[config.mk]
export PLATFORM = sky130hd
export DESIGN_NAME = serial_ctrl3_top
export DESIGN_NICKNAME = d
export VERILOG_FILES = /design/src/serial_ctrl3_pkg.sv /design/src/serial_cfg_if.sv /design/src/serial_ctrl3_top.sv /design/src/serial_rx_shift.sv /design/src/serial_tx_shift.sv
export VERILOG_INCLUDE_DIRS = /design/src /design/src/src
export SDC_FILE = /design/constraint.sdc
export NUM_CORES = 1
export LEC_CHECK = 0
export ABC_AREA = 1
export BUFFER_PORTS_ARGS = -buffer_cell sky130_fd_sc_hd__buf_2
export CAP_MARGIN = 10
export CELL_PAD_IN_SITES_DETAIL_PLACEMENT = 1
export CELL_PAD_IN_SITES_GLOBAL_PLACEMENT = 1
export CORE_MARGIN = 5
export CORE_UTILIZATION = 30
export CTS_BUF_LIST = sky130_fd_sc_hd__clkbuf_8
export CTS_CLUSTER_DIAMETER = 30
export CTS_CLUSTER_SIZE = 20
export DETAILED_ROUTE_END_ITERATION = 10
export PLACE_DENSITY_LB_ADDON = 0.1
export SLEW_MARGIN = 30
export SYNTH_ARGS = -nofsm -noshare
export SYNTH_HDL_FRONTEND = slang
export SYNTH_SLANG_ARGS = --single-unit
[constraint.sdc]
create_clock -name core_clk_i -period 7.4 [get_ports core_clk_i]
set_input_delay 1.48 -clock core_clk_i [delete_from_list [all_inputs] [get_ports core_clk_i]]
set_output_delay 1.48 -clock core_clk_i [all_outputs]
set_load 0.01 [all_outputs]
[src/serial_ctrl3_consts.svh]
// Offsets, field positions, reset values and timing counts of the serial control block
// Assumes inclusion by bare name from every file that needs them
`ifndef SERIAL_CTRL3_CONSTS_SVH
`define SERIAL_CTRL3_CONSTS_SVH

// ****************************************************************
// Register offsets
// ****************************************************************
`define OFS_CONTROL_ONE      8'h00
`define OFS_CONTROL_THREE    8'h08
`define OFS_STATUS           8'h0c
`define OFS_IRQ_MASK         8'h10
`define OFS_TX_DATA          8'h14
`define OFS_RX_DATA          8'h18
`define OFS_BAUD             8'h1c

// ****************************************************************
// Field positions
// ****************************************************************
`define BIT_ENABLE           0
`define BIT_IR_LOW_POWER     2
`define BIT_HALF_DUPLEX      3
`define BIT_SC_NACK          4
`define BIT_SMARTCARD        5
`define BIT_DMA_RX           6
`define BIT_DMA_TX           7
`define BIT_RTS              8
`define BIT_CTS              9
`define BIT_CTS_IRQ          10
`define BIT_SINGLE_SAMPLE    11
`define CTRL3_LOCKED_MASK    12'hb3c
`define CTRL3_FREE_MASK      12'h4c0

`define ST_CTS_CHANGE        0
`define ST_RX_FULL           1
`define ST_TX_EMPTY          2
`define ST_NOISE             3
`define ST_PARITY            4
`define ST_CTS_LEVEL         5

// ****************************************************************
// Reset values and timing
// ****************************************************************
`define CTRL3_RESET          12'h000
`define BAUD_RESET           16'h0010
`define STATUS_RESET         5'h04
`define STICKY_MASK          5'h19

`endif

[src/serial_ctrl3_pkg.sv]
// Types shared by the serial control block
// Assumes nothing beyond a SystemVerilog compiler
package serial_ctrl3_pkg;

  typedef enum logic [1:0] {
    LINE_IDLE   = 2'b00,
    LINE_START  = 2'b01,
    LINE_DATA   = 2'b11,
    LINE_STOP   = 2'b10
  } line_state_type;

  typedef logic [11:0] ctrl3_type;

endpackage

[src/serial_cfg_if.sv]
// Configuration and status carried between the control top and its shifters
// Assumes one clock domain
`timescale 1ns/10ps
interface serial_cfg_if;
  logic        ir_low_power;
  logic        half_duplex_on;
  logic        smartcard_on;
  logic        smartcard_nack_on;
  logic        single_sample_sel;
  logic [15:0] baud_div;
  logic        enable;
  logic        parity_error;
  logic        noise_seen;
  logic        nack_request;

  modport top (output ir_low_power, half_duplex_on, smartcard_on, smartcard_nack_on,
               output single_sample_sel, baud_div, enable,
               input  parity_error, noise_seen, nack_request);
  modport rx  (input  ir_low_power, half_duplex_on, smartcard_on, smartcard_nack_on,
               input  single_sample_sel, baud_div, enable,
               output parity_error, noise_seen, nack_request);
  modport tx  (input  ir_low_power, half_duplex_on, smartcard_on, smartcard_nack_on,
               input  single_sample_sel, baud_div, enable,
               input  parity_error, noise_seen, nack_request);
endinterface

[src/serial_ctrl3_top.sv]
// Serial transceiver control with mode bits, flow control and AXI4-Lite registers
// Assumes flow-control and line pins synchronous to core_clk_i
//
// Design decisions made here: the address map and the AXI4-Lite register port.
`timescale 1ns/10ps
`include "serial_ctrl3_consts.svh"

module serial_ctrl3_top
  import serial_ctrl3_pkg::*;
(
  // Clock and reset
  input  wire logic        core_clk_i,
  input  wire logic        rst_b_i,
  // AXI4-Lite write address
  input  wire logic [7:0]  awaddr_i,
  input  wire logic        awvalid_i,
  output logic             awready_o,
  // AXI4-Lite write data
  input  wire logic [31:0] wdata_i,
  input  wire logic [3:0]  wstrb_i,
  input  wire logic        wvalid_i,
  output logic             wready_o,
  // AXI4-Lite write response
  output logic [1:0]       bresp_o,
  output logic             bvalid_o,
  input  wire logic        bready_i,
  // AXI4-Lite read address
  input  wire logic [7:0]  araddr_i,
  input  wire logic        arvalid_i,
  output logic             arready_o,
  // AXI4-Lite read data
  output logic [31:0]      rdata_o,
  output logic [1:0]       rresp_o,
  output logic             rvalid_o,
  input  wire logic        rready_i,
  // Serial lines
  input  wire logic        rx_i,
  output logic             tx_o,
  output logic             tx_oe_o,
  input  wire logic        cts_b_i,
  output logic             rts_b_o,
  output logic             ir_low_power_o,
  // DMA and interrupt
  output logic             dma_rx_req_o,
  output logic             dma_tx_req_o,
  output logic             irq_o
);
  import serial_ctrl3_pkg::*;

  // ****************************************************************
  // Reset release
  // ****************************************************************
  logic       rst_meta;
  logic       rst_b;

  always_ff @(posedge core_clk_i or negedge rst_b_i) begin
    if (!rst_b_i) begin
      rst_meta <= 1'b0;
      rst_b    <= 1'b0;
    end else begin
      rst_meta <= 1'b1;
      rst_b    <= rst_meta;
    end
  end

  // ****************************************************************
  // Registers and state
  // ****************************************************************
  serial_cfg_if cfg ();

  ctrl3_type   serial_control_three;
  logic        enable;
  logic [15:0] baud_div;
  logic [4:0]  status;
  logic [4:0]  irq_mask;
  logic [7:0]  tx_hold;
  logic        tx_full;
  logic [7:0]  rx_hold;
  logic        rx_full;
  logic        cts_prev;
  logic        tx_start;
  logic        tx_busy;
  logic        tx_line;
  logic        rx_done;
  logic [7:0]  rx_data;
  logic        line_in;

  // Bus handshakes
  logic        aw_got;
  logic        w_got;
  logic [7:0]  aw_addr;
  logic [31:0] w_data;
  logic [3:0]  w_strb;
  logic        do_write;
  logic        wr_ok;
  logic        rd_take;
  logic        rx_read;
  logic [4:0]  set_bits;
  logic [4:0]  clr_bits;

  // ****************************************************************
  // AXI4-Lite write side
  // ****************************************************************
  assign awready_o = !aw_got && !bvalid_o;
  assign wready_o  = !w_got && !bvalid_o;
  assign do_write  = aw_got && w_got && !bvalid_o;

  always_ff @(posedge core_clk_i or negedge rst_b) begin
    if (!rst_b) begin
      aw_got   <= 1'b0;
      w_got    <= 1'b0;
      aw_addr  <= 8'h00;
      w_data   <= 32'h0000_0000;
      w_strb   <= 4'h0;
      bvalid_o <= 1'b0;
      bresp_o  <= 2'b00;
    end else begin
      if (awvalid_i && awready_o) begin
        aw_got  <= 1'b1;
        aw_addr <= awaddr_i;
      end
      if (wvalid_i && wready_o) begin
        w_got  <= 1'b1;
        w_data <= wdata_i;
        w_strb <= wstrb_i;
      end
      if (do_write) begin
        aw_got   <= 1'b0;
        w_got    <= 1'b0;
        bvalid_o <= 1'b1;
        bresp_o  <= wr_ok ? 2'b00 : 2'b10;
      end else if (bvalid_o && bready_i) begin
        bvalid_o <= 1'b0;
      end
    end
  end

  always_comb begin
    case (aw_addr)
      `OFS_CONTROL_ONE, `OFS_CONTROL_THREE, `OFS_STATUS,
      `OFS_IRQ_MASK, `OFS_TX_DATA, `OFS_BAUD: wr_ok = 1'b1;
      default:                               wr_ok = 1'b0;
    endcase
  end

  // ****************************************************************
  // Control registers
  // ****************************************************************
  always_ff @(posedge core_clk_i or negedge rst_b) begin
    if (!rst_b) begin
      serial_control_three <= `CTRL3_RESET;
      enable               <= 1'b0;
      baud_div             <= `BAUD_RESET;
      irq_mask             <= 5'h00;
    end else if (do_write) begin
      if (aw_addr == `OFS_CONTROL_ONE && w_strb[0]) begin
        enable <= w_data[`BIT_ENABLE];
      end
      if (aw_addr == `OFS_CONTROL_THREE) begin
        // Mode bits are frozen while running; DMA and irq enables stay free
        if (!enable && w_strb[0]) begin
          serial_control_three[7:0] <= w_data[7:0];
        end else if (w_strb[0]) begin
          serial_control_three[7:6] <= w_data[7:6];
        end
        if (!enable && w_strb[1]) begin
          serial_control_three[11:8] <= w_data[11:8];
        end else if (w_strb[1]) begin
          serial_control_three[`BIT_CTS_IRQ] <= w_data[`BIT_CTS_IRQ];
        end
      end
      if (aw_addr == `OFS_IRQ_MASK && w_strb[0]) begin
        irq_mask <= w_data[4:0];
      end
      if (aw_addr == `OFS_BAUD) begin
        if (w_strb[0]) baud_div[7:0]  <= w_data[7:0];
        if (w_strb[1]) baud_div[15:8] <= w_data[15:8];
      end
    end
  end

  assign cfg.ir_low_power      = serial_control_three[`BIT_IR_LOW_POWER];
  assign cfg.half_duplex_on    = serial_control_three[`BIT_HALF_DUPLEX];
  assign cfg.smartcard_nack_on = serial_control_three[`BIT_SC_NACK];
  assign cfg.smartcard_on      = serial_control_three[`BIT_SMARTCARD];
  assign cfg.single_sample_sel = serial_control_three[`BIT_SINGLE_SAMPLE];
  assign cfg.baud_div          = baud_div;
  assign cfg.enable            = enable;

  assign ir_low_power_o = enable & serial_control_three[`BIT_IR_LOW_POWER];

  // ****************************************************************
  // Transmit path with clear-to-send gating
  // ****************************************************************
  // Character waits in the holding slot until the partner permits
  assign tx_start = enable && tx_full && !tx_busy &&
                    (!serial_control_three[`BIT_CTS] || !cts_b_i);

  // Busy shifter ignores the gate, so a started character always completes
  always_ff @(posedge core_clk_i or negedge rst_b) begin
    if (!rst_b) begin
      tx_hold <= 8'h00;
      tx_full <= 1'b0;
    end else begin
      if (tx_start) begin
        tx_full <= 1'b0;
      end
      if (do_write && aw_addr == `OFS_TX_DATA && w_strb[0] && !tx_full) begin
        tx_hold <= w_data[7:0];
        tx_full <= 1'b1;
      end
    end
  end

  serial_tx_shift u_tx (
    .clk_i   (core_clk_i),
    .rst_b_i (rst_b),
    .start_i (tx_start),
    .data_i  (tx_hold),
    .cfg     (cfg.tx),
    .line_o  (tx_line),
    .busy_o  (tx_busy)
  );

  // Half duplex: drive the shared pin only while sending
  assign tx_o    = tx_line;
  assign tx_oe_o = serial_control_three[`BIT_HALF_DUPLEX] ? tx_busy : 1'b1;
  assign line_in = serial_control_three[`BIT_HALF_DUPLEX] ?
                   (tx_busy ? 1'b1 : tx_line & rx_i) : rx_i;

  // ****************************************************************
  // Receive path and request-to-send
  // ****************************************************************
  serial_rx_shift u_rx (
    .clk_i   (core_clk_i),
    .rst_b_i (rst_b),
    .line_i  (line_in),
    .cfg     (cfg.rx),
    .data_o  (rx_data),
    .done_o  (rx_done)
  );

  assign rx_read = rd_take && araddr_i == `OFS_RX_DATA;

  always_ff @(posedge core_clk_i or negedge rst_b) begin
    if (!rst_b) begin
      rx_hold <= 8'h00;
      rx_full <= 1'b0;
    end else if (rx_done) begin
      rx_hold <= rx_data;
      rx_full <= 1'b1;
    end else if (rx_read) begin
      rx_full <= 1'b0;
    end
  end

  // Low while the block is enabled and a free slot exists; high when disabled by the bit
  always_ff @(posedge core_clk_i or negedge rst_b) begin
    if (!rst_b) begin
      rts_b_o <= 1'b1;
    end else begin
      rts_b_o <= !(serial_control_three[`BIT_RTS] && enable && !rx_full);
    end
  end

  assign dma_rx_req_o = serial_control_three[`BIT_DMA_RX] && rx_full;
  assign dma_tx_req_o = serial_control_three[`BIT_DMA_TX] && !tx_full;

  // ****************************************************************
  // Status and interrupt
  // ****************************************************************
  always_ff @(posedge core_clk_i or negedge rst_b) begin
    if (!rst_b) begin
      cts_prev <= 1'b1;
    end else begin
      cts_prev <= cts_b_i;
    end
  end

  always_comb begin
    set_bits = 5'h00;
    set_bits[`ST_CTS_CHANGE] = serial_control_three[`BIT_CTS] && (cts_prev != cts_b_i);
    set_bits[`ST_NOISE]      = cfg.noise_seen;
    set_bits[`ST_PARITY]     = cfg.parity_error;
    clr_bits = 5'h00;
    if (do_write && aw_addr == `OFS_STATUS && w_strb[0]) begin
      clr_bits = w_data[4:0] & `STICKY_MASK;
    end
  end

  // Set wins over a same-cycle clear
  always_ff @(posedge core_clk_i or negedge rst_b) begin
    if (!rst_b) begin
      status <= `STATUS_RESET;
    end else begin
      status <= (status & ~clr_bits) | set_bits;
      status[`ST_RX_FULL]  <= rx_full;
      status[`ST_TX_EMPTY] <= !tx_full;
    end
  end

  // CTS change reaches the pin through its own enable or the mask
  assign irq_o = |(status & irq_mask & `STICKY_MASK) ||
                 (status[`ST_CTS_CHANGE] && serial_control_three[`BIT_CTS_IRQ]);

  // ****************************************************************
  // AXI4-Lite read side
  // ****************************************************************
  assign arready_o = !rvalid_o;
  assign rd_take   = arvalid_i && arready_o;

  always_ff @(posedge core_clk_i or negedge rst_b) begin
    if (!rst_b) begin
      rvalid_o <= 1'b0;
      rdata_o  <= 32'h0000_0000;
      rresp_o  <= 2'b00;
    end else if (rd_take) begin
      rvalid_o <= 1'b1;
      rresp_o  <= 2'b00;
      case (araddr_i)
        `OFS_CONTROL_ONE:   rdata_o <= {31'h0000_0000, enable};
        `OFS_CONTROL_THREE: rdata_o <= {20'h0_0000, serial_control_three};
        `OFS_STATUS:        rdata_o <= {26'h000_0000, !cts_b_i, status};
        `OFS_IRQ_MASK:      rdata_o <= {27'h000_0000, irq_mask};
        `OFS_TX_DATA:       rdata_o <= {24'h00_0000, tx_hold};
        `OFS_RX_DATA:       rdata_o <= {24'h00_0000, rx_hold};
        `OFS_BAUD:          rdata_o <= {16'h0000, baud_div};
        default: begin
          rdata_o <= 32'h0000_0000;
          rresp_o <= 2'b10;
        end
      endcase
    end else if (rvalid_o && rready_i) begin
      rvalid_o <= 1'b0;
    end
  end
endmodule

[src/serial_rx_shift.sv]
// Receive shifter: start detect, bit sampling, even parity check
// Assumes rx line already synchronous to the clock
`timescale 1ns/10ps
`include "serial_ctrl3_consts.svh"
module serial_rx_shift
  import serial_ctrl3_pkg::*;
(
  // Clock and reset
  input  wire logic       clk_i,
  input  wire logic       rst_b_i,
  // Line and config
  input  wire logic       line_i,
  serial_cfg_if.rx        cfg,
  // Received character
  output logic [7:0]      data_o,
  output logic            done_o
);
  import serial_ctrl3_pkg::*;

  line_state_type state;
  logic [15:0]    tick;
  logic [3:0]     bitn;
  logic [2:0]     hist;
  logic [8:0]     shreg;
  logic           vote;
  logic           sample;
  logic [15:0]    half;

  assign half   = {1'b0, cfg.baud_div[15:1]};
  // Majority of three taken around mid bit
  assign vote   = (hist[0] & hist[1]) | (hist[1] & hist[2]) | (hist[0] & hist[2]);
  assign sample = cfg.single_sample_sel ? hist[1] : vote;

  always_ff @(posedge clk_i or negedge rst_b_i) begin
    if (!rst_b_i) begin
      hist <= 3'h7;
    end else begin
      hist <= {hist[1:0], line_i};
    end
  end

  always_ff @(posedge clk_i or negedge rst_b_i) begin
    if (!rst_b_i) begin
      state            <= LINE_IDLE;
      tick             <= 16'h0000;
      bitn             <= 4'h0;
      shreg            <= 9'h000;
      data_o           <= 8'h00;
      done_o           <= 1'b0;
      cfg.parity_error <= 1'b0;
      cfg.noise_seen   <= 1'b0;
      cfg.nack_request <= 1'b0;
    end else begin
      done_o           <= 1'b0;
      cfg.noise_seen   <= 1'b0;
      cfg.parity_error <= 1'b0;
      cfg.nack_request <= 1'b0;
      case (state)
        LINE_IDLE: begin
          tick <= 16'h0000;
          if (cfg.enable && !line_i) begin
            state <= LINE_START;
          end
        end
        LINE_START: begin
          tick <= tick + 16'h0001;
          if (tick >= half) begin
            tick  <= 16'h0000;
            bitn  <= 4'h0;
            state <= line_i ? LINE_IDLE : LINE_DATA;
          end
        end
        LINE_DATA: begin
          tick <= tick + 16'h0001;
          if (tick >= cfg.baud_div) begin
            tick  <= 16'h0000;
            shreg <= {sample, shreg[8:1]};
            bitn  <= bitn + 4'h1;
            // Disagreeing samples count as noise only in three-sample mode
            if (!cfg.single_sample_sel && (hist != 3'h0) && (hist != 3'h7)) begin
              cfg.noise_seen <= 1'b1;
            end
            if (bitn == 4'h8) begin
              state <= LINE_STOP;
            end
          end
        end
        LINE_STOP: begin
          tick <= tick + 16'h0001;
          if (tick >= cfg.baud_div) begin
            state  <= LINE_IDLE;
            data_o <= shreg[7:0];
            done_o <= 1'b1;
            if (^shreg) begin
              cfg.parity_error <= 1'b1;
              cfg.nack_request <= cfg.smartcard_on & cfg.smartcard_nack_on;
            end
          end
        end
        default: state <= LINE_IDLE;
      endcase
    end
  end
endmodule

[src/serial_tx_shift.sv]
// Transmit shifter: start, eight data, even parity, stop; NACK slot on request
// Assumes the caller starts a character only when the gate allows it
`timescale 1ns/10ps
`include "serial_ctrl3_consts.svh"
module serial_tx_shift
  import serial_ctrl3_pkg::*;
(
  // Clock and reset
  input  wire logic       clk_i,
  input  wire logic       rst_b_i,
  // Character request
  input  wire logic       start_i,
  input  wire logic [7:0] data_i,
  serial_cfg_if.tx        cfg,
  // Line
  output logic            line_o,
  output logic            busy_o
);
  import serial_ctrl3_pkg::*;

  logic [15:0] tick;
  logic [3:0]  left;
  logic [10:0] frame;
  logic [15:0] nack_cnt;

  always_ff @(posedge clk_i or negedge rst_b_i) begin
    if (!rst_b_i) begin
      tick   <= 16'h0000;
      left   <= 4'h0;
      frame  <= 11'h7ff;
      line_o <= 1'b1;
    end else begin
      if (left == 4'h0) begin
        line_o <= (nack_cnt != 16'h0000) ? 1'b0 : 1'b1;
        if (start_i) begin
          frame <= {1'b1, ^data_i, data_i, 1'b0};
          left  <= 4'hb;
          tick  <= 16'h0000;
        end
      end else begin
        line_o <= frame[0];
        tick   <= tick + 16'h0001;
        if (tick >= cfg.baud_div) begin
          tick  <= 16'h0000;
          frame <= {1'b1, frame[10:1]};
          left  <= left - 4'h1;
        end
      end
    end
  end

  // NACK pulls the line low for baud_div clocks, one less than a bit time, after a bad character
  always_ff @(posedge clk_i or negedge rst_b_i) begin
    if (!rst_b_i) begin
      nack_cnt <= 16'h0000;
    end else if (cfg.nack_request) begin
      nack_cnt <= cfg.baud_div;
    end else if (nack_cnt != 16'h0000) begin
      nack_cnt <= nack_cnt - 16'h0001;
    end
  end

  assign busy_o = (left != 4'h0) || (nack_cnt != 16'h0000);
endmodule

# Yosys cells after proc, flatten, opt, wreduce, memory -nomap -nowiden

Index checks and enable logic that the tools add are counted.
Widths: inputs -> output; s select.

Register bits after elaboration: 221
Input bits: 61
Output and inout bits: 48
Logic and storage cells: 230

Add/subtract/negate cells: 5
$lt $le $gt $ge: 3
Eq/ne operators: 23
Muxes and demuxes: 62
Bitwise gates (word level): 12
Reduce and logical (&&, ||, !) cells: 83

Operator list:

| kind                  | number |
|---|---|
| $mux 16               | 7 |
| $pmux 16 s7           | 1 |
| $pmux 16 s4           | 1 |
| $eq 8x5->1 const B    | 7 |
| $mux 11               | 3 |
| $add 16x1->16 const B | 2 |
| $eq 8x4->1 const B    | 4 |
| $ge 16x16->1          | 2 |
| $mux 1                | 32 |
| $logic_and 1x1->1     | 31 |
| $reduce_bool 2->1     | 11 |
| $reduce_and 3->1      | 7 |
| $mux 2                | 10 |
| $mux 4                | 5 |
| $ge 16x15->1          | 1 |
| $logic_not 8->1       | 2 |
| $reduce_bool 16->1    | 1 |
| $sub 16x1->16 const B | 1 |
| $logic_not 1->1       | 13 |
| $and 5x5->5           | 2 |
| $ne 2x1->1 const B    | 5 |
| $reduce_and 2->1      | 5 |
| $reduce_xor 9->1      | 1 |
| $pmux 2 s4            | 1 |
| 24 further kinds      | 33 |

# Longest topological paths before layout

Gate-level depths: netlist of run 1.

Depth after elaboration: 8
Depth in mapped cells: 17
Depth with buffers taken out: 16

# Modules after synthesis

A second synthesis of run 1 with hierarchy kept.

Cells, all modules: 1399
Area, all modules: 11217.0 µm²

By module, submodules not included:

| module           | instances | cells an instance | area each (µm²) | seq. area each (µm²) |
|---|---|---|---|---|
| serial_ctrl3_top | 1         | 570               | 4943.5          | 2732.6 |
| serial_tx_shift  | 1         | 448               | 3244.4          | 1189.9 |
| serial_rx_shift  | 1         | 381               | 3029.2          | 1154.9 |

# Worst setup path before layout of run 1

OpenSTA, ideal clock, no wires.

Path type: register -> output
From: register u_tx.nack_cnt[0]
To: output port tx_oe_o
Arrival time: 1.127 ns
Required time: 5.920 ns
Slack: 4.793 ns
Stages on the path, launching flop included: 10
Path buffers: 0
Cells stage by stage: dfrtp_1 > inv_1 > ha_1 > inv_1 > nor2_1 > nand2_1 > nor2_1 > nand3_2 > clkinv_2 > nand2_1

Longest elaborated chain between the ends: 3

RTL lines:

| what                     | RTL line                | text |
|---|---|---|
| start: declaration       | serial_tx_shift.sv:24   | `logic [15:0] nack_cnt;` |
| start signal: assignment | serial_tx_shift.sv:57   | `nack_cnt <= cfg.baud_div;` |
| start signal: assignment | serial_tx_shift.sv:59   | `nack_cnt <= nack_cnt - 16'h0001;` |
| $reduce_bool 16->1       | serial_tx_shift.sv:63   | `assign busy_o = (left != 4'h0) \|\| (nack_cnt != 16'h0000);` |
| $logic_or 1x1->1         | serial_tx_shift.sv:63   |  |
| $mux 1                   | serial_ctrl3_top.sv:227 | `` assign tx_oe_o = serial_control_three[`BIT_HALF_DUPLEX] ? tx_busy : 1'b1; `` |
| end: declaration         | serial_ctrl3_top.sv:39  | `output logic tx_oe_o,` |

No other way between the ends.

# Worst setup path in the final report of run 1

From: register u_tx.left[0]
To: output port tx_oe_o

Longest elaborated chain between the ends: 3

RTL lines:

| what                     | RTL line                | text |
|---|---|---|
| start: declaration       | serial_tx_shift.sv:22   | `logic [3:0] left;` |
| start signal: assignment | serial_tx_shift.sv:46   | `left <= left - 4'h1;` |
| $reduce_bool 4->1        | serial_tx_shift.sv:63   |  |
| $logic_or 1x1->1         | serial_tx_shift.sv:63   |  |
| $mux 1                   | serial_ctrl3_top.sv:227 |  |

No other way between the ends.

==> results of run 1 <==
-- report_power, final --
part | leakage, nW | internal (mW) | total [mW] | switching, mW
clock network | 0.788 | 1.20 | 1.81 | 0.611
logic | 3.25 | 0.345 | 1.13 | 0.781
registers | 2.60 | 1.34 | 1.48 | 0.142
total | 6.63 | 2.88 | 4.42 | 1.53
-- through the flow --
stage,cells,hold WS (ns)
floorplan,1302,0.3312
global placement,1797,0.3360
detailed placement,1799,0.1845
CTS,1912,0.1862
global route,1912,0.1979
finish,1912,0.1784
-- layout make-up --
cell class              instances  area share (%)
clock inverters                33           2.536
well taps                     461           4.463
multi-input cells             891           36.91
repair buffers                 77           3.369
flip-flops and latches        202           39.31
inverters                     168           4.889
clock buffers                  80           8.519
-- routing by layer --
metal / global-route usage [%] / wire [um]
met1: 22.43 / 14860
met2: 26.11 / 14370
met3: 3.320 / 1485
met4: 5.547 / 769
met5: 0 / 0
-- worst max path at each step --
stage | to | slack, ns | depth (start not counted)
after global routing | tx_oe_o | 3.09 | 8
after global placement | tx_oe_o | 3.94 | 8
final | tx_oe_o | 3.33 | 8
after CTS | tx_oe_o | 3.25 | 8
after detailed placement | rdata_o[4] | 3.93 | 9
after floorplan | aw_addr[0] | 1.39 | 0
-- cells in the mapped netlist (9+ instances only) --
cell type,n,area [um^2]
sky130_fd_sc_hd__dfstp_2,18,473.0
sky130_fd_sc_hd__nor2_2,9,56.30
sky130_fd_sc_hd__o21ai_0,81,405.4
sky130_fd_sc_hd__o22ai_1,19,118.9
sky130_fd_sc_hd__clkbuf_1,9,33.78
sky130_fd_sc_hd__nand3_1,50,250.2
sky130_fd_sc_hd__xor2_1,20,175.2
sky130_fd_sc_hd__buf_4,22,165.2
sky130_fd_sc_hd__a21oi_1,54,270.3
sky130_fd_sc_hd__nand4_1,12,75.07
sky130_fd_sc_hd__xnor2_1,17,148.9
sky130_fd_sc_hd__dfrtp_1,184,4604
sky130_fd_sc_hd__ha_1,54,675.7
sky130_fd_sc_hd__o21ai_1,34,170.2
sky130_fd_sc_hd__nand2_1,345,1295
sky130_fd_sc_hd__nand2_2,14,87.58
sky130_fd_sc_hd__inv_1,159,596.8
sky130_fd_sc_hd__nor3_1,15,75.07
sky130_fd_sc_hd__nor2_1,89,334.1
-- worst max-delay path: cells and delay by family (launching register included) --
family        cells  cell delay [ns]
fa+ha+maj         1             0.19
buf+inv           3             0.43
flops             1             0.40
simple gates      4             0.94
-- registers in the layout, indices dropped and copies added (netlist names), 4 cells and up --
| signal | cells |
|---|---|
| status | 5 |
| rdata_o | 16 |
| u_tx.tick | 16 |
| serial_control_three | 12 |
| u_rx.tick | 16 |
| rx_hold | 8 |
| u_rx.bitn | 4 |
| u_tx.nack_cnt | 16 |
| aw_addr | 8 |
| w_data | 16 |
| u_rx.data_o | 8 |
| u_rx.shreg | 9 |
| u_tx.frame | 10 |
| tx_hold | 8 |
| baud_div | 16 |
| irq_mask | 5 |
| u_tx.left | 4 |
-- cells by family (layout without fill, tap and decap cells) --
family,Yosys count,in the layout,synth area share (%)
buffers and inverters,209,358,8.366
muxes,3,3,0.3164
xor gates and xnor gates,37,37,3.035
DFF,202,202,47.55
and+or+nand+nor,560,560,22.93
AOI/OAI and AO/OA,218,218,11.40
adders and majority gates,54,54,6.328
other,2,19,0.07033
==> implementation parameters, run 1 <==
Parameter                              Value

Status
  Run status    finished, final reports clean

Yosys
  Count of flip-flops with a built-in enable after synthesis    0
  Area of the mapped netlist    around 11000 um^2
  Total of flip-flops plus latches after synthesis    202
  Top FF cell, synth    sky130_fd_sc_hd__dfrtp_1
  Yosys cell types    a little over 50
  Yosys warning total    0
  Sequential-to-total area share from yosys stat    47.55%
  Post-Synthesis Cells    1285
  Post-Synthesis Mean Instance Area    8.310 um^2
  Fraction of registers with async set or reset after synthesis    100.0%

Floorplanning
  Effective utilization at floorplan    between 30 and 40%
  Floorplan Core Area    about 35000 um^2
  Cell Rows    69
  Die Area    39470 um^2
  Die boundary width    ~200 um
  Die Span Y    ~200 um
  Number of top-level pins    ~110

STA
  Transition at the pin with the smallest max-transition slack    0.7583 ns
  Ratio of final minimum period to clock period    between 50% and 60%
  Slew headroom    49.45%
  Final-report hold violation count    0
  Max-slew violation count    0
  # setup viols final    0
  RSZ-0062 raised after global routing    no
  Setup slack after layout    3.335 ns
  Highest achievable clock rate    between 200 and 250 MHz
  Worst Clk Skew    0.02309 ns
  Minimum period implied by the final worst setup slack    4.065 ns
  Final setup TNS    0 ns

Layout
  Commonest non-fill, non-tap cell in the layout    sky130_fd_sc_hd__nand2_1
  Sequential cell area    slightly above 5000 um^2
  Multi-input gate area    4771 um^2
  Most used cells in the layout excluding fill and tap cells    sky130_fd_sc_hd__nand2_1 (345), sky130_fd_sc_hd__dfrtp_1 (183), sky130_fd_sc_hd__inv_1 (173)
  FILL cells    4280
  Area of all placed cells without fillers    12920 um^2
  Antenna cell count    0
  Final core utilization    36.51%
  Layout cells sized above 1    17.51%
  Layout net count    1516
  Signed area change from the synthesized netlist to the final layout    21.05%

GRT
  All-Layer GR Usage    16.41%
  Global route overflow    0
  Number of antenna violations at the first check in global routing    0
  Maximum number of pins on one net before global-route repair    128
  Vias in the first global route    9316
  First-pass GRT wire length    50840 um

Place
  DP Worst Slack    3.927 ns
  I/O Buffers    72
  Sum of net half-perimeters after detailed placement    about 23000 um
  Placer congestion estimate    0.7608
  Instance area after placement    11500 um^2

CTS
  TritonCTS clock tree    built
  Largest buffer count on any clock path    3
  Insertion delay to the later sink of the worst-skew pair    0.62 ns
  Number of hold buffers added after cts    0
  Total clock buffers created by CTS    61
  Count of buffers added by post-CTS timing repair for setup    0
  Clock Sinks    approximately 200
  Root buf cell    sky130_fd_sc_hd__clkbuf_8
  H-tree Lvls    2
  Clock slew at reported path FFs    roughly 0.05 ns
  Post_cts resized    0

Drt
  Post-route DRC    0
  Wire length per cell    16.47 um
  Post-detailed-routing wire length    31480 um
  Routed Antenna Nets    0
  Number of iterations in the first detailed-routing pass    5
  Vias after detailed routing    8803
  Via-to-Cell Ratio    4.604
  Starting DRT DRC Count    271

Setup path
  Data arrival time at the worst-slack endpoint    2.59 ns
  Terminus of the critical flop-to-flop path    u_tx.left[3]
  Crit path from    u_tx.left[0]
  Highest-delay cell along the critical path    sky130_fd_sc_hd__nor2_2
  Required time of the critical path    5.92 ns
  Type of element launching the critical path    flop
  Cell Chain, Critical Path    inv_1 > ha_1 > nand2_1 > nor2_2 > nand3_2 > clkinv_2 > nand2_1 > buf_2
  Maximum single-stage delay on the critical path    0.49 ns
  Library cell appearing most often on the critical path    sky130_fd_sc_hd__nand2_1
  Worst reg2reg setup slack    4.52 ns
  Number of cell instances on the worst register-to-register path    11
  Worst Path Max Fanout    12
  Critical path class    flop to primary output
  Element type at the critical path end    primary output
  Launch instance of the worst register-to-register path    u_tx.left[0]

Power and ir drop
  Worst vdd ir    0.1764 mV
  Static leakage    6.632 nW
  Total power after layout    4.417 mW
  PwrDens    341.7 nW/um^2

Run
  Max_cap viols    0

Hold path
  Type of the worst min-delay path    flop to async pin
Note: power is estimated with default switching activity, not from simulation.
==> run 2, diff against run 1 <==
Settings changed: ABC_AREA 1 to 0.
Clock period 7.4 ns to 4 ns, I/O delays scaled along.
==> implementation parameters, run 2 <==
Parameter                              Value

Status
  Run status    finished, final reports clean

CTS
  TritonCTS clock tree    built
  H-tree Lvls    2 (unchanged)
  Root buf cell    sky130_fd_sc_hd__clkbuf_8
  Post_cts resized    0 (unchanged)
  Largest buffer count on any clock path    3 (unchanged)
  Clock slew at reported path FFs    0.06 ns (about the same)
  Total clock buffers created by CTS    55 (-9.8%)
  Count of buffers added by post-CTS timing repair for setup    0 (unchanged)
  Insertion delay to the later sink of the worst-skew pair    0.60 ns (-0.02 ns)
  Number of hold buffers added after cts    1 (+1)
  Clock Sinks    202 (unchanged)

Setup path
  Worst Path Max Fanout    11 (-1)
  Launch instance of the worst register-to-register path    u_rx.tick[0]
  Crit path from    u_tx.nack_cnt[7]
  Number of cell instances on the worst register-to-register path    8 (-3)
  Data arrival time at the worst-slack endpoint    2.88 ns (+0.29 ns)
  Terminus of the critical flop-to-flop path    u_rx.shreg[3]
  Element type at the critical path end    primary output
  Type of element launching the critical path    flop
  Worst reg2reg setup slack    0.78 ns (-3.74 ns)
  Required time of the critical path    3.20 ns (-2.72 ns)
  Critical path class    flop to primary output

Hold path
  Type of the worst min-delay path    input pin to flop
  Endpoint with the worst hold slack    cts_prev
  Worst Hold Path Cells    1
  Startpoint of the worst hold path    cts_b_i

Yosys
  Top cells by area, synth    sky130_fd_sc_hd__dfrtp_1 (45%), sky130_fd_sc_hd__mux2_2 (11%), sky130_fd_sc_hd__ha_1 (6.5%)
  Post-Synthesis Cells    935 (-27%)
  Top FF cell, synth    sky130_fd_sc_hd__dfrtp_1
  Sequential-to-total area share from yosys stat    49.18% (+1.6 points)
  Post-Synthesis Mean Instance Area    11.04 um^2 (+33%)
  Total of flip-flops plus latches after synthesis    202 (unchanged)
  Top-area cell type share of the netlist area    44.60% (+1.5 points)
  Count of flip-flops with a built-in enable after synthesis    0 (unchanged)
  Leading cell type by number of instances after synthesis    sky130_fd_sc_hd__dfrtp_1
  Yosys cell types    64 (+25%)
  Area of the mapped netlist    10320 um^2 (-3.3%)
  Yosys warning total    0 (unchanged)
  Most area-hungry cell type in the Yosys netlist    sky130_fd_sc_hd__dfrtp_1
  Most used standard cells in the synthesized netlist    sky130_fd_sc_hd__dfrtp_1 (184), sky130_fd_sc_hd__mux2_2 (99), sky130_fd_sc_hd__nand2_1 (86)
  Fraction of registers with async set or reset after synthesis    100.0% (unchanged)

GRT
  Global route overflow    0 (unchanged)
  Number of antenna violations at the first check in global routing    1 (+1)
  Maximum number of pins on one net before global-route repair    96 (-25%)
  All-Layer GR Usage    15.56% (-0.85 points)
  First-pass GRT wire length    47710 um (-6.2%)
  Vias in the first global route    8296 (-11%)

Layout
  Multi-input gate area    4892 um^2 (+2.5%)
  Signed area change from the synthesized netlist to the final layout    21.54%
  Layout cells sized above 1    29.03% (+12 points)
  Sequential cell area    5081 um^2 (unchanged)
  FILL cells    3794 (-11%)
  Layout net count    1161 (-23%)
  Antenna cell count    0 (unchanged)
  Commonest non-fill, non-tap cell in the layout    sky130_fd_sc_hd__dfrtp_1
  Most used cells in the layout excluding fill and tap cells    sky130_fd_sc_hd__dfrtp_1 (183), sky130_fd_sc_hd__mux2_2 (99), sky130_fd_sc_hd__nand2_1 (86)

Power and ir drop
  Sequential power share    33.5% (about the same)
  Worst vdd ir    0.2899 mV (+64%)
  PwrDens    640.9 nW/um^2 (+88%)
  Net switching power of the design    2.571 mW (+68%)
  Switching part of the total    31.98% (-2.8 points)
  Cell-internal power    5.470 mW (+90%)
  Share of power burned in the clock network    41.3% (+0.3 points)
  Comb pwr share    25.2% (-0.3 points)
  Static leakage    5.911 nW (-11%)

Drt
  Number of iterations in the first detailed-routing pass    6 (+1)
  Wire length per cell    19.13 um (+16%)
  Post-route DRC    0 (unchanged)
  Starting DRT DRC Count    270 (-0.37%)
  Post-detailed-routing wire length    29590 um (-6.0%)
  Via-to-Cell Ratio    4.953 (+7.6%)
  Routed Antenna Nets    0 (unchanged)
  Vias after detailed routing    7662 (-13%)

Place
  Placer congestion estimate    0.7547 (-0.80%)
  I/O Buffers    72 (unchanged)
  Sum of net half-perimeters after detailed placement    20790 um (-8.7%)

STA
  RSZ-0062 raised after global routing    no
  Worst hold margin    0.3618 ns (+0.1834 ns)
  Ratio of final minimum period to clock period    91.93%
  Minimum period implied by the final worst setup slack    roughly 3.7 ns
  Transition at the pin with the smallest max-transition slack    0.8117 ns (+0.05338 ns)
  Max-slew violation count    0 (unchanged)
  # setup viols final    0 (unchanged)
  Final setup TNS    0 ns (unchanged)
  Worst Clk Skew    0.02355 ns (+0.0004650 ns)
  Slew headroom    45.89% (-3.6 points)
  Highest achievable clock rate    271.9 MHz
  Final-report hold violation count    0 (unchanged)

Floorplanning
  Die Area    38220 um^2 (-3.2%)
  Die Span Y    195.5 um (-1.6%)
  Floorplan Core Area    34290 um^2 (-3.1%)
  Die boundary width    195.5 um (-1.6%)
  Number of top-level pins    109 (unchanged)
  Effective utilization at floorplan    30.11% (-0.057 points)
  Cell Rows    68 (-1.4%)

Run
  Max_cap viols    0 (unchanged)
[run 2: cell types whose count changed after synthesis, sizes merged, moves of 13 or more]
cell	change
inv	-123
nand2b	+15
mux2i	+13
o21ai	-89
mux2	+96
nand3	-28
nand2	-274
o22ai	-19
clkbuf	+13
nor2	-67
[run 2: area by class of cell]
cell class | count | area share (%)
Clock buffer | 65 | 7.130
Clock inverter | 38 | 3.730
Inverter | 41 | 1.227
Multi-Input combinational cell | 659 | 38.99
Sequential cell | 202 | 40.50
Tap cell | 455 | 4.537
Timing Repair Buffer | 87 | 3.889
[run 2: critical path: stages, from the launching register on]
cell	delay, ns
sky130_fd_sc_hd__dfrtp_1	0.43
sky130_fd_sc_hd__or4_4	0.58
sky130_fd_sc_hd__nor3_1	0.31
sky130_fd_sc_hd__and3_1	0.59
sky130_fd_sc_hd__nand3_1	0.19
sky130_fd_sc_hd__buf_2	0.20
[run 2: worst max path at each step]
stage,to,slack [ns]
after floorplan,aw_addr[0],0.69
final,tx_oe_o,0.32
after CTS,tx_oe_o,0.24
after global placement,u_rx.shreg[2],0.83
after global routing,tx_oe_o,0.14
after detailed placement,u_rx.shreg[3],0.80
[run 2: metrics by stage]
stage	cells	util [%]	total power [mW]	worst slack (ns)	area [um^2]
finish	1547	36.59	8.041	0.3228	12550
global route	1547	36.59	8.561	0.1423	12550
CTS	1547	36.59	8.197	0.2427	12550
detailed placement	1443	32.59	4.792	0.8003	11170
global placement	1443	32.58	4.740	0.8315	11170
floorplan	952	-	4.193	0.6895	10390
[run 2: logic make-up (layout without fill, tap and decap cells)]
group,count (synthesis),in the layout,share of synthesized area (%)
AND/OR/NAND/NOR,249,249,12.45
buffers and inverters,91,231,4.097
other,2,19,0.07275
adder cells (fa/ha/maj),54,54,6.545
flip-flops,202,202,49.18
XOR/XNOR,43,43,3.648
AO/OA/AOI/OAI,182,182,11.95
multiplexers,112,112,12.06
[run 2: per-layer routing]
layer  wire length [um]  vias to the layer above  share of wire, %  global-route usage (%)
met5                 20                        -             0.068                       0
met4                778                        2               2.6                   4.939
met3               1089                       65               3.7                   3.226
met2              13650                      138                46                   24.74
met1              14050                     3862                47                   21.33
li1                   -                     3595                 -                       -
[run 2: power by group through the flow]
stage               Sequential [mW]  Clock (mW)  Combinational, mW
floorplan                      2.60           0               1.59
global placement               2.73           0               2.01
detailed placement             2.74           0               2.05
CTS                            2.71        3.42               2.07
global route                   2.75        3.54               2.28
finish                         2.70        3.32               2.02
